**src/pkg/pwm_ctrl_map.vh**
```
`ifndef PWM_CTRL_MAP_VH
`define PWM_CTRL_MAP_VH

// Global register byte offsets
`define ADDR_MODE_GLOBAL 12'h000
`define ADDR_OUT_ENABLE 12'h004
`define ADDR_OUT_DISABLE 12'h008
`define ADDR_OUT_STATUS 12'h00c
`define ADDR_IRQ_ENABLE 12'h010
`define ADDR_IRQ_DISABLE 12'h014
`define ADDR_IRQ_MASK 12'h018
`define ADDR_IRQ_STATUS 12'h01c

// Channel block: base plus channel times stride
`define ADDR_CH_BASE 12'h200
`define CH_STRIDE_BIT 5
`define OFS_CH_MODE 3'h0
`define OFS_CH_DUTY 3'h1
`define OFS_CH_PERIOD 3'h2
`define OFS_CH_COUNT 3'h3
`define OFS_CH_UPDATE 3'h4

// Global mode fields
`define GM_DIVA_LSB 0
`define GM_PREA_LSB 8
`define GM_DIVB_LSB 16
`define GM_PREB_LSB 24

// Channel mode fields
`define CM_PRE_LSB 0
`define CM_ALIGN_BIT 8
`define CM_POL_BIT 9
`define CM_UPD_BIT 10
`define CM_WIDTH 11

// Prescaler codes
`define PRE_MAX_POW 4'ha
`define PRE_CLK_A 4'hb
`define PRE_CLK_B 4'hc

// Sizes
`define NUM_CH 4
`define CNT_W 16
`define RESET_WORD 32'h0000_0000

`endif

```
**src/logic/pwm_channel_control_regs.v**
```verilog
// Design decisions made here: register access over Wishbone and the register offsets.
`timescale 1ns/1ps
`include "pwm_ctrl_map.vh"

module pwm_channel_control_regs (
  // Clock and reset
  input wire clk_i,
  input wire rst_i,
  // Wishbone slave
  input wire cyc_i,
  input wire stb_i,
  input wire we_i,
  input wire [11:0] adr_i,
  input wire [3:0] sel_i,
  input wire [31:0] dat_i,
  output reg [31:0] dat_o,
  output reg ack_o,
  // Waveforms and interrupt
  output wire [`NUM_CH-1:0] pwm_o,
  output wire irq_o
);

  reg [31:0] global_mode;
  reg [`NUM_CH-1:0] ch_en;
  reg [`NUM_CH-1:0] irq_mask;
  reg [`NUM_CH-1:0] irq_flag;
  reg [`CM_WIDTH-1:0] ch_mode [0:`NUM_CH-1];
  reg [`CNT_W-1:0] ch_duty [0:`NUM_CH-1];
  reg [`CNT_W-1:0] ch_period [0:`NUM_CH-1];
  reg [`CNT_W-1:0] ch_upd [0:`NUM_CH-1];
  reg [`NUM_CH-1:0] upd_pend;
  reg [9:0] pre_cnt;
  reg [7:0] div_a_cnt;
  reg [7:0] div_b_cnt;
  wire [`NUM_CH-1:0] period_end;
  wire [`NUM_CH-1:0] start;
  wire [`CNT_W-1:0] cnt_w [0:`NUM_CH-1];
  wire [10:0] pre_tick;
  wire tick_a;
  wire tick_b;
  wire req;
  wire wr;
  wire rd;
  wire ch_sel;
  wire [1:0] ch_idx;
  wire [2:0] ch_ofs;
  wire [31:0] wmask;
  wire [31:0] wdat;
  reg [31:0] next_dat;

  assign req = cyc_i && stb_i && !ack_o;
  assign wr = req && we_i;
  assign rd = req && !we_i;
  assign ch_sel = (adr_i[11:7] == 5'h04);
  assign ch_idx = adr_i[6:5];
  assign ch_ofs = adr_i[4:2];
  assign wmask = {{8{sel_i[3]}}, {8{sel_i[2]}}, {8{sel_i[1]}},
    {8{sel_i[0]}}};
  assign wdat = dat_i & wmask;
  assign start = (wr && adr_i == `ADDR_OUT_ENABLE) ?
    wdat[`NUM_CH-1:0] : {`NUM_CH{1'b0}};

  // Shared prescaler: bit k toggles once per 2^k clocks
  always @(posedge clk_i) begin
    if (rst_i) begin
      pre_cnt <= 10'h000;
    end else begin
      pre_cnt <= pre_cnt + 10'h001;
    end
  end

  genvar k;
  generate
    for (k = 0; k < 11; k = k + 1) begin : g_pre
      if (k == 0) begin : g_zero
        assign pre_tick[k] = 1'b1;
      end else begin : g_div
        assign pre_tick[k] = (pre_cnt[k-1:0] == {k{1'b1}});
      end
    end
  endgenerate

  // Divided clocks A and B from selected prescaler tap
  wire [3:0] pre_a = global_mode[`GM_PREA_LSB +: 4];
  wire [3:0] pre_b = global_mode[`GM_PREB_LSB +: 4];
  wire [7:0] div_a = global_mode[`GM_DIVA_LSB +: 8];
  wire [7:0] div_b = global_mode[`GM_DIVB_LSB +: 8];
  wire src_a = (pre_a <= `PRE_MAX_POW) && pre_tick[pre_a];
  wire src_b = (pre_b <= `PRE_MAX_POW) && pre_tick[pre_b];
  assign tick_a = src_a && (div_a != 8'h00) && (div_a_cnt == 8'h00);
  assign tick_b = src_b && (div_b != 8'h00) && (div_b_cnt == 8'h00);

  always @(posedge clk_i) begin
    if (rst_i) begin
      div_a_cnt <= 8'h00;
      div_b_cnt <= 8'h00;
    end else begin
      if (src_a) begin
        div_a_cnt <= (div_a_cnt == 8'h00) ? div_a - 8'h01 :
          div_a_cnt - 8'h01;
      end
      if (src_b) begin
        div_b_cnt <= (div_b_cnt == 8'h00) ? div_b - 8'h01 :
          div_b_cnt - 8'h01;
      end
    end
  end

  // Per-channel counter, update buffer and registers
  genvar c;
  generate
    for (c = 0; c < `NUM_CH; c = c + 1) begin : g_ch
      wire [3:0] cs = ch_mode[c][`CM_PRE_LSB +: 4];
      wire tick = (cs <= `PRE_MAX_POW) ? pre_tick[cs] :
        (cs == `PRE_CLK_A) ? tick_a :
        (cs == `PRE_CLK_B) ? tick_b : 1'b0;
      wire hit = wr && ch_sel && (ch_idx == c);

      pwm_channel_core u_core (
        .clk_i(clk_i),
        .rst_i(rst_i),
        .enable_i(ch_en[c]),
        .start_i(start[c]),
        .tick_i(tick),
        .align_i(ch_mode[c][`CM_ALIGN_BIT]),
        .pol_i(ch_mode[c][`CM_POL_BIT]),
        .duty_i(ch_duty[c]),
        .period_i(ch_period[c]),
        .count_o(cnt_w[c]),
        .period_end_o(period_end[c]),
        .wave_o(pwm_o[c])
      );

      always @(posedge clk_i) begin
        if (rst_i) begin
          ch_mode[c] <= {`CM_WIDTH{1'b0}};
          ch_duty[c] <= {`CNT_W{1'b0}};
          ch_period[c] <= {`CNT_W{1'b0}};
          ch_upd[c] <= {`CNT_W{1'b0}};
          upd_pend[c] <= 1'b0;
        end else begin
          if (hit && ch_ofs == `OFS_CH_MODE) begin
            ch_mode[c] <= wdat[`CM_WIDTH-1:0];
          end
          if (hit && ch_ofs == `OFS_CH_DUTY) begin
            ch_duty[c] <= wdat[`CNT_W-1:0];
          end
          if (hit && ch_ofs == `OFS_CH_PERIOD) begin
            ch_period[c] <= wdat[`CNT_W-1:0];
          end
          if (hit && ch_ofs == `OFS_CH_UPDATE) begin
            ch_upd[c] <= wdat[`CNT_W-1:0];
            upd_pend[c] <= 1'b1;
          end else if (period_end[c] && upd_pend[c]) begin
            upd_pend[c] <= 1'b0;
            if (ch_mode[c][`CM_UPD_BIT]) begin
              ch_period[c] <= ch_upd[c];
            end else begin
              ch_duty[c] <= ch_upd[c];
            end
          end
        end
      end
    end
  endgenerate

  // Global control and status
  always @(posedge clk_i) begin
    if (rst_i) begin
      global_mode <= `RESET_WORD;
      ch_en <= {`NUM_CH{1'b0}};
      irq_mask <= {`NUM_CH{1'b0}};
      irq_flag <= {`NUM_CH{1'b0}};
    end else begin
      if (wr && adr_i == `ADDR_MODE_GLOBAL) begin
        global_mode <= (global_mode & ~wmask) | wdat;
      end
      if (wr && adr_i == `ADDR_OUT_ENABLE) begin
        ch_en <= ch_en | wdat[`NUM_CH-1:0];
      end
      if (wr && adr_i == `ADDR_OUT_DISABLE) begin
        ch_en <= ch_en & ~wdat[`NUM_CH-1:0];
      end
      if (wr && adr_i == `ADDR_IRQ_ENABLE) begin
        irq_mask <= irq_mask | wdat[`NUM_CH-1:0];
      end
      if (wr && adr_i == `ADDR_IRQ_DISABLE) begin
        irq_mask <= irq_mask & ~wdat[`NUM_CH-1:0];
      end
      // Read clears, but a period end in the same cycle survives
      if (rd && adr_i == `ADDR_IRQ_STATUS) begin
        irq_flag <= period_end;
      end else begin
        irq_flag <= irq_flag | period_end;
      end
    end
  end

  assign irq_o = |(irq_flag & irq_mask);

  // Read mux
  always @* begin
    next_dat = 32'h0000_0000;
    if (ch_sel) begin
      case (ch_ofs)
        `OFS_CH_MODE: next_dat[`CM_WIDTH-1:0] = ch_mode[ch_idx];
        `OFS_CH_DUTY: next_dat[`CNT_W-1:0] = ch_duty[ch_idx];
        `OFS_CH_PERIOD: next_dat[`CNT_W-1:0] = ch_period[ch_idx];
        `OFS_CH_COUNT: next_dat[`CNT_W-1:0] = cnt_w[ch_idx];
        default: next_dat = 32'h0000_0000;
      endcase
    end else begin
      case (adr_i)
        `ADDR_MODE_GLOBAL: next_dat = global_mode;
        `ADDR_OUT_STATUS: next_dat[`NUM_CH-1:0] = ch_en;
        `ADDR_IRQ_MASK: next_dat[`NUM_CH-1:0] = irq_mask;
        `ADDR_IRQ_STATUS: next_dat[`NUM_CH-1:0] = irq_flag;
        default: next_dat = 32'h0000_0000;
      endcase
    end
  end

  always @(posedge clk_i) begin
    if (rst_i) begin
      ack_o <= 1'b0;
      dat_o <= 32'h0000_0000;
    end else begin
      ack_o <= req;
      dat_o <= rd ? next_dat : 32'h0000_0000;
    end
  end

endmodule

```
**src/logic/pwm_channel_core.v**
```verilog
`timescale 1ns/1ps
`include "pwm_ctrl_map.vh"

module pwm_channel_core (
  // Clock and reset
  input wire clk_i,
  input wire rst_i,
  // Control
  input wire enable_i,
  input wire start_i,
  input wire tick_i,
  input wire align_i,
  input wire pol_i,
  input wire [`CNT_W-1:0] duty_i,
  input wire [`CNT_W-1:0] period_i,
  // Status
  output reg [`CNT_W-1:0] count_o,
  output wire period_end_o,
  output reg wave_o
);

  reg down;
  wire [`CNT_W-1:0] top;
  wire at_top;
  wire at_zero;

  // Centre aligned turns at the period value, so a period is twice that
  assign top = align_i ? period_i :
    (period_i == {`CNT_W{1'b0}}) ? period_i : period_i - 16'h0001;
  assign at_top = (count_o >= top);
  assign at_zero = (count_o == {`CNT_W{1'b0}});
  // Centre aligned ends when counting down reaches zero
  assign period_end_o = enable_i && tick_i &&
    (align_i ? (down && at_zero) : at_top);

  always @(posedge clk_i) begin
    if (rst_i || start_i) begin
      count_o <= {`CNT_W{1'b0}};
      down <= 1'b0;
    end else if (enable_i && tick_i) begin
      if (!align_i) begin
        count_o <= at_top ? {`CNT_W{1'b0}} : count_o + 16'h0001;
        down <= 1'b0;
      end else if (!down) begin
        if (at_top) begin
          down <= 1'b1;
          count_o <= (top == {`CNT_W{1'b0}}) ? count_o :
            count_o - 16'h0001;
        end else begin
          count_o <= count_o + 16'h0001;
        end
      end else begin
        if (at_zero) begin
          down <= 1'b0;
          count_o <= count_o + 16'h0001;
        end else begin
          count_o <= count_o - 16'h0001;
        end
      end
    end
  end

  // Start level while the count is below duty, the other level while it is at or above duty
  always @(posedge clk_i) begin
    if (rst_i) begin
      wave_o <= 1'b0;
    end else if (!enable_i) begin
      wave_o <= 1'b0;
    end else begin
      wave_o <= (count_o < duty_i) ? pol_i : ~pol_i;
    end
  end

endmodule

```
**config.mk**
```make
export PLATFORM = sky130hd
export DESIGN_NAME = pwm_channel_control_regs
export DESIGN_NICKNAME = d
export VERILOG_FILES = /design/src/logic/pwm_channel_control_regs.v /design/src/logic/pwm_channel_core.v
export VERILOG_INCLUDE_DIRS = /design/src /design/src/pkg
export SDC_FILE = /design/constraint.sdc
export NUM_CORES = 1
export LEC_CHECK = 0
export BUFFER_PORTS_ARGS = -buffer_cell sky130_fd_sc_hd__buf_2
export CAP_MARGIN = 5
export CORE_UTILIZATION = 35
export CTS_BUF_LIST = sky130_fd_sc_hd__clkbuf_16
export CTS_CLUSTER_DIAMETER = 200
export DETAILED_ROUTE_END_ITERATION = 10
export MAX_ROUTING_LAYER = met4
export PLACE_DENSITY = 0.54
export REMOVE_ABC_BUFFERS = 1
export SLEW_MARGIN = 20
export SYNTH_ARGS = -nofsm -noshare
export SYNTH_HDL_FRONTEND = slang
export SYNTH_SLANG_ARGS = --single-unit
export TNS_END_PERCENT = 20
```
**constraint.sdc**
```tcl
create_clock -name clk_i -period 8.4 [get_ports clk_i]
set_clock_uncertainty 0.15 [all_clocks]
set_input_delay 1.68 -clock clk_i [delete_from_list [all_inputs] [get_ports clk_i]]
set_output_delay 1.68 -clock clk_i [all_outputs]
set_load 0.01 [all_outputs]
```
After elaboration in Yosys (flattened, before gate mapping)
Memory sizes are Yosys's and may differ from the RTL's.
Index checks and enable logic that the tools add are counted.

storage, ports and cells
  output and inout bits = 38
  bits in writable memories = 236
  logic and storage cells = 463
  register bits = 179
  bits of input ports = 53
  memories kept = 4

cells by class
  equality and inequality tests = 36
  magnitude comparators = 21
  bitwise logic cells = 46
  reductions and logical operators = 95
  $add $sub $neg = 17
  muxes and demuxes = 218

memories
  name       words  width  rd ports  clocked after memory_dff  write ports  RTL line                       source
  ch_duty    4      16     5         0                         4            pwm_channel_control_regs.v:28  reg [`CNT_W-1:0] ch_duty [0:`NUM_CH-1];
  ch_period  4      16     5         0                         4            pwm_channel_control_regs.v:29  reg [`CNT_W-1:0] ch_period [0:`NUM_CH-1];
  ch_upd     4      16     4         0                         4            pwm_channel_control_regs.v:30  reg [`CNT_W-1:0] ch_upd [0:`NUM_CH-1];
  ch_mode    4      11     5         0                         4            pwm_channel_control_regs.v:27  reg [`CM_WIDTH-1:0] ch_mode [0:`NUM_CH-1];

operator list
  kind                   count
  $mux 16                55
  $logic_not 16->1       12
  $mux 1                 140
  $sub 16x1->16 const B  8
  $add 16x1->16 const B  4
  $and 32x32->32         2
  $ge 16x16->1           4
  $lt 16x16->1           4
  $logic_and 1x1->1      53
  $eq 12x5->1 const B    4
  $mux 11                4
  $pmux 11 s4            1
  $eq 4x4->1 const B     9
  $bmux 16 s2            1
  $not 32->32            1
  $or 32x32->32          1
  $sub 8x1->8 const B    4
  $lt 4x5->1 const B     6
  $bmux 1 s4             6
  $eq 12x4->1 const B    2
  $le 4x4->1 const B     6
  $mux 4                 6
  $or 1x1->1             24
  $logic_not 8->1        2
  35 further kinds       74

Longest topological paths before layout
  depth after elaboration = 17
  gate-level depth with buffers = 19

Modules after synthesis
Synthesis repeated with hierarchy kept, for this count alone.

second synthesis, totals
  cell total of the unflattened synthesis = 2955
  area, all modules = 27802.9 um2

modules (own cells, without submodules)
  module                             instances  cells an instance  area an instance (um2)
  pwm_channel_control_regs           1          1494               16920.0
  pwm_channel_core (g_ch[2].u_core)  1          378                2797.7
  pwm_channel_core (g_ch[0].u_core)  1          364                2735.1
  pwm_channel_core (g_ch[1].u_core)  1          365                2691.3
  pwm_channel_core (g_ch[3].u_core)  1          354                2658.8

Least setup slack after synthesis
Ideal clock, no wire load.

  path kind = reg2reg
  start point = memory ch_period[1][9] in the netlist's numbering
  end point = memory ch_duty[1][0] in the netlist's numbering (enable)
  arrival time = 4421 ps
  path buffers = 3
  required time = 7931 ps
  slack = 3510 ps
  cell stages (with the launch flop) = 19
  period minus slack after synthesis = 4890 ps
  setup time = 319 ps
  cell sequence = edfxtp_1 > buf_6 > or4_4 > or4_1 > o211ai_2 > nor2_1 > xnor2_1 > ha_1 > a211oi_1 > nor2_1 > a2111o_1 > a211oi_1 > nor2_1 > nand2_1 > a21oi_2 > and4b_1 > buf_2 > buf_4 > a211o_1

RTL lines
  item         RTL line
  from (decl)  pwm_channel_control_regs.v:29
  to (decl)    pwm_channel_control_regs.v:28

==> impl_metrics.json <==
{
  "finalPower_uw": 5073,
  "ys_warn_count": 0,
  "seq_area_frac_synth": 0.3944,
  "cp.arrival_ps": 6440,
  "slew_violations": 0,
  "num_io_pins": 91,
  "yosysTopAreaCellShare": 0.2619,
  "synth.most_common_cell": "nor2_1",
  "worst-r2r-cell-count": 14,
  "synth_seq_cells": 415,
  "synth_edf_count": 236,
  "peakVddDrop_mv": 0.1631,
  "syn_inst": 2929,
  "grt_max_degree": 57,
  "ys_top_cells_by_area": "edfxtp_1 26%, dfxtp_1 13%, ha_1 6.8%",
  "cp_max_fo": 33,
  "synth_common_cells": "352 x nor2_1, 300 x nand2_1, 236 x edfxtp_1",
  "finalCritPeriodShare": 0.7555,
  "nets": 3117,
  "vias": 24210,
  "place_ws_ps": 2237,
  "first_pass_iters": 9,
  "ant_nets": 0,
  "maxCapViolCount": 0,
  "synthFlopType": "edfxtp_1",
  "layout_min_cycle_time_ps": 6346,
  "post_drt_wl_per_cell_um": 26.31,
  "clockRootBuffer": "clkbuf_16",
  "antenna_cells": 0,
  "fp.dieArea_sq_um": 78410,
  "wirelength_mm": 105.0,
  "grt_pass1_wl_mm": 152.1,
  "worstPathRequired_ps": 8490,
  "grt-ovfl-total": 0,
  "cts.repair.resized": 0,
  "p_leak_uw": 0.01134,
  "yosysTopAreaCell": "edfxtp_1",
  "cp-end-kind": "register",
  "io_buffers": 90,
  "r2r_end": "ch_period[3][6]",
  "place.gp.congestion": 1.071,
  "status": "finished, final reports clean",
  "placed_area_sq_um": 28310,
  "cts-hold-fix-buffers": 0,
  "yosysUniqueCellTypes": 99,
  "path_clk_slew_ps": 60,
  "area_delta_synth_final_pct": 11.43,
  "max-slew-margin-rel": 0.2329,
  "tightestPinTransition_ps": 1136,
  "cts_tree": "built",
  "cp-startpoint": "pre_cnt[0]",
  "die_w_um": 280.0,
  "grtUsageTotal": 0.2694,
  "antenna_found_initial": 1,
  "final_hold_viol_count": 0,
  "die-height_um": 280.0,
  "drive_gt1_frac": 0.1378,
  "route.detailed.drc": 0,
  "multiInputGateArea_sq_um": 15190,
  "htreeDepth": 2,
  "drt_iter0_markers": 3243,
  "reg2reg_setup_slack_ps": 2050,
  "cts_made_buffers": 50,
  "syn_area_per_cell_sq_um": 9.237,
  "rsz0062_at_grt": "false",
  "final_util": 0.3956,
  "finalInstanceArea_sq_um": 30150,
  "fill_cells": 7493,
  "viasPerCell": 6.068,
  "initial_core_util": 0.3550,
  "hp-class": "register to register",
  "min_path_cells": 2,
  "core-area_sq_um": 76200,
  "cellPowerDensity_nw_per_um2": 168.3,
  "seq_area_sq_um": 10670,
  "syn_area_sq_um": 27050,
  "synth_async_sr_flop_share": 0,
  "cts.sinks": 415,
  "num_rows": 101,
  "cts_setup_buffers": 0,
  "setup_ws_ps": 2054,
  "cts.path.max_buffers": 3,
  "first_global_vias": 21990,
  "clkLatencyLatePin_ps": 650,
  "final-setup-viol-count": 0,
  "cp-start-kind": "register",
  "max_freq_ghz": 0.1576,
  "reg2reg_from": "pre_cnt[0]",
  "hpwl_mm": 78.49,
  "worstSetupPathType": "register to register",
  "tns_ps": 0
}
-- metrics by stage --
step / hold slack [ps] / instances
after floorplan: 275.7 / 2733
after global placement: 291.1 / 3896
after detailed placement: 291.5 / 3896
after CTS: 301.7 / 3990
after global routing: 322.8 / 3990
final: 298.8 / 3990
-- critical path, stage by stage (launching register included) --
cell and delay (ps):
dfxtp_1 490, ha_1 420, nand3_2 300, inv_1 210, nand3_1 190, inv_1 120, ha_1 320, nand2b_1 90
a221o_1 290, o21ai_0 450, a21oi_1 160, a211oi_2 850, o21ai_2 340, nor3_4 950, a211o_1 600
-- final cells by class --
cell class | count | area share
clock inverter | 44 | 0.01905
tap | 1030 | 0.04275
clock buffer | 50 | 0.04150
multi-input combinational | 2215 | 0.5040
timing repair buffer | 133 | 0.02590
sequential | 415 | 0.3539
inverter | 103 | 0.01282
-- how the worst max path moves through the flow --
stage / to / slack (ps) / cells past startpoint
3_3_place_gp: ch_period[3][4] / 2470 / 14
5_1_grt: ch_period[3][6] / 1750 / 14
3_5_place_dp: ch_period[3][13] / 2240 / 14
4_1_cts: ch_period[3][6] / 2190 / 14
6_report: ch_period[3][6] / 2050 / 14
2_1_floorplan: register / 2260 / 7
-- kinds of logic after synthesis --
kind of cell / after synthesis / synth area share
flops: 415 / 0.3944
compound gates: 673 / 0.1701
mux: 153 / 0.08718
simple gates: 1165 / 0.2099
xor+xnor: 78 / 0.02525
fa+ha+maj: 146 / 0.06752
buf+inv: 299 / 0.04560
-- layout by cell type (no fill, tap or decap), drive strengths merged, types with 15 or more instances in the layout --
cell type / count
a211oi: 30
a21boi: 15
a21o: 43
a21oi: 173
a22oi: 26
a31oi: 16
and2: 29
and3: 45
buf: 133
clkbuf: 50
clkinv: 18
dfxtp: 179
edfxtp: 236
ha: 146
inv: 114
mux2: 71
mux2i: 23
mux4: 59
nand2: 300
nand2b: 33
nand3: 108
nand4: 21
nor2: 352
nor2b: 22
nor3: 87
nor3b: 18
nor4: 42
o21ai: 100
o22ai: 22
o31ai: 78
or2: 17
or3: 23
or4: 21
xnor2: 43
xor2: 35
-- power by group --
part	internal (uW)	total (uW)	switching, uW
combinational	134	382	248
clock	1420	2400	982
sequential	2200	2290	89.9
-- metal layers --
| metal | share of wire | track usage |
|---|---|---|
| met5 | 0 | - |
| met4 | 0.048 | 0.1171 |
| met3 | 0.093 | 0.04638 |
| met2 | 0.42 | 0.3766 |
| met1 | 0.44 | 0.3792 |
-- sequential cells by signal, summed over array words and instances, names as in the netlist, 8 cells and up, named ones only --
name	count
g_ch.u_core.count_o	64
ch_mode	44
ch_upd	64
ch_duty	64
dat_o	32
pre_cnt	10
ch_period	64
div_b_cnt	8
div_a_cnt	8
Note: power is estimated with default switching activity, not from simulation.
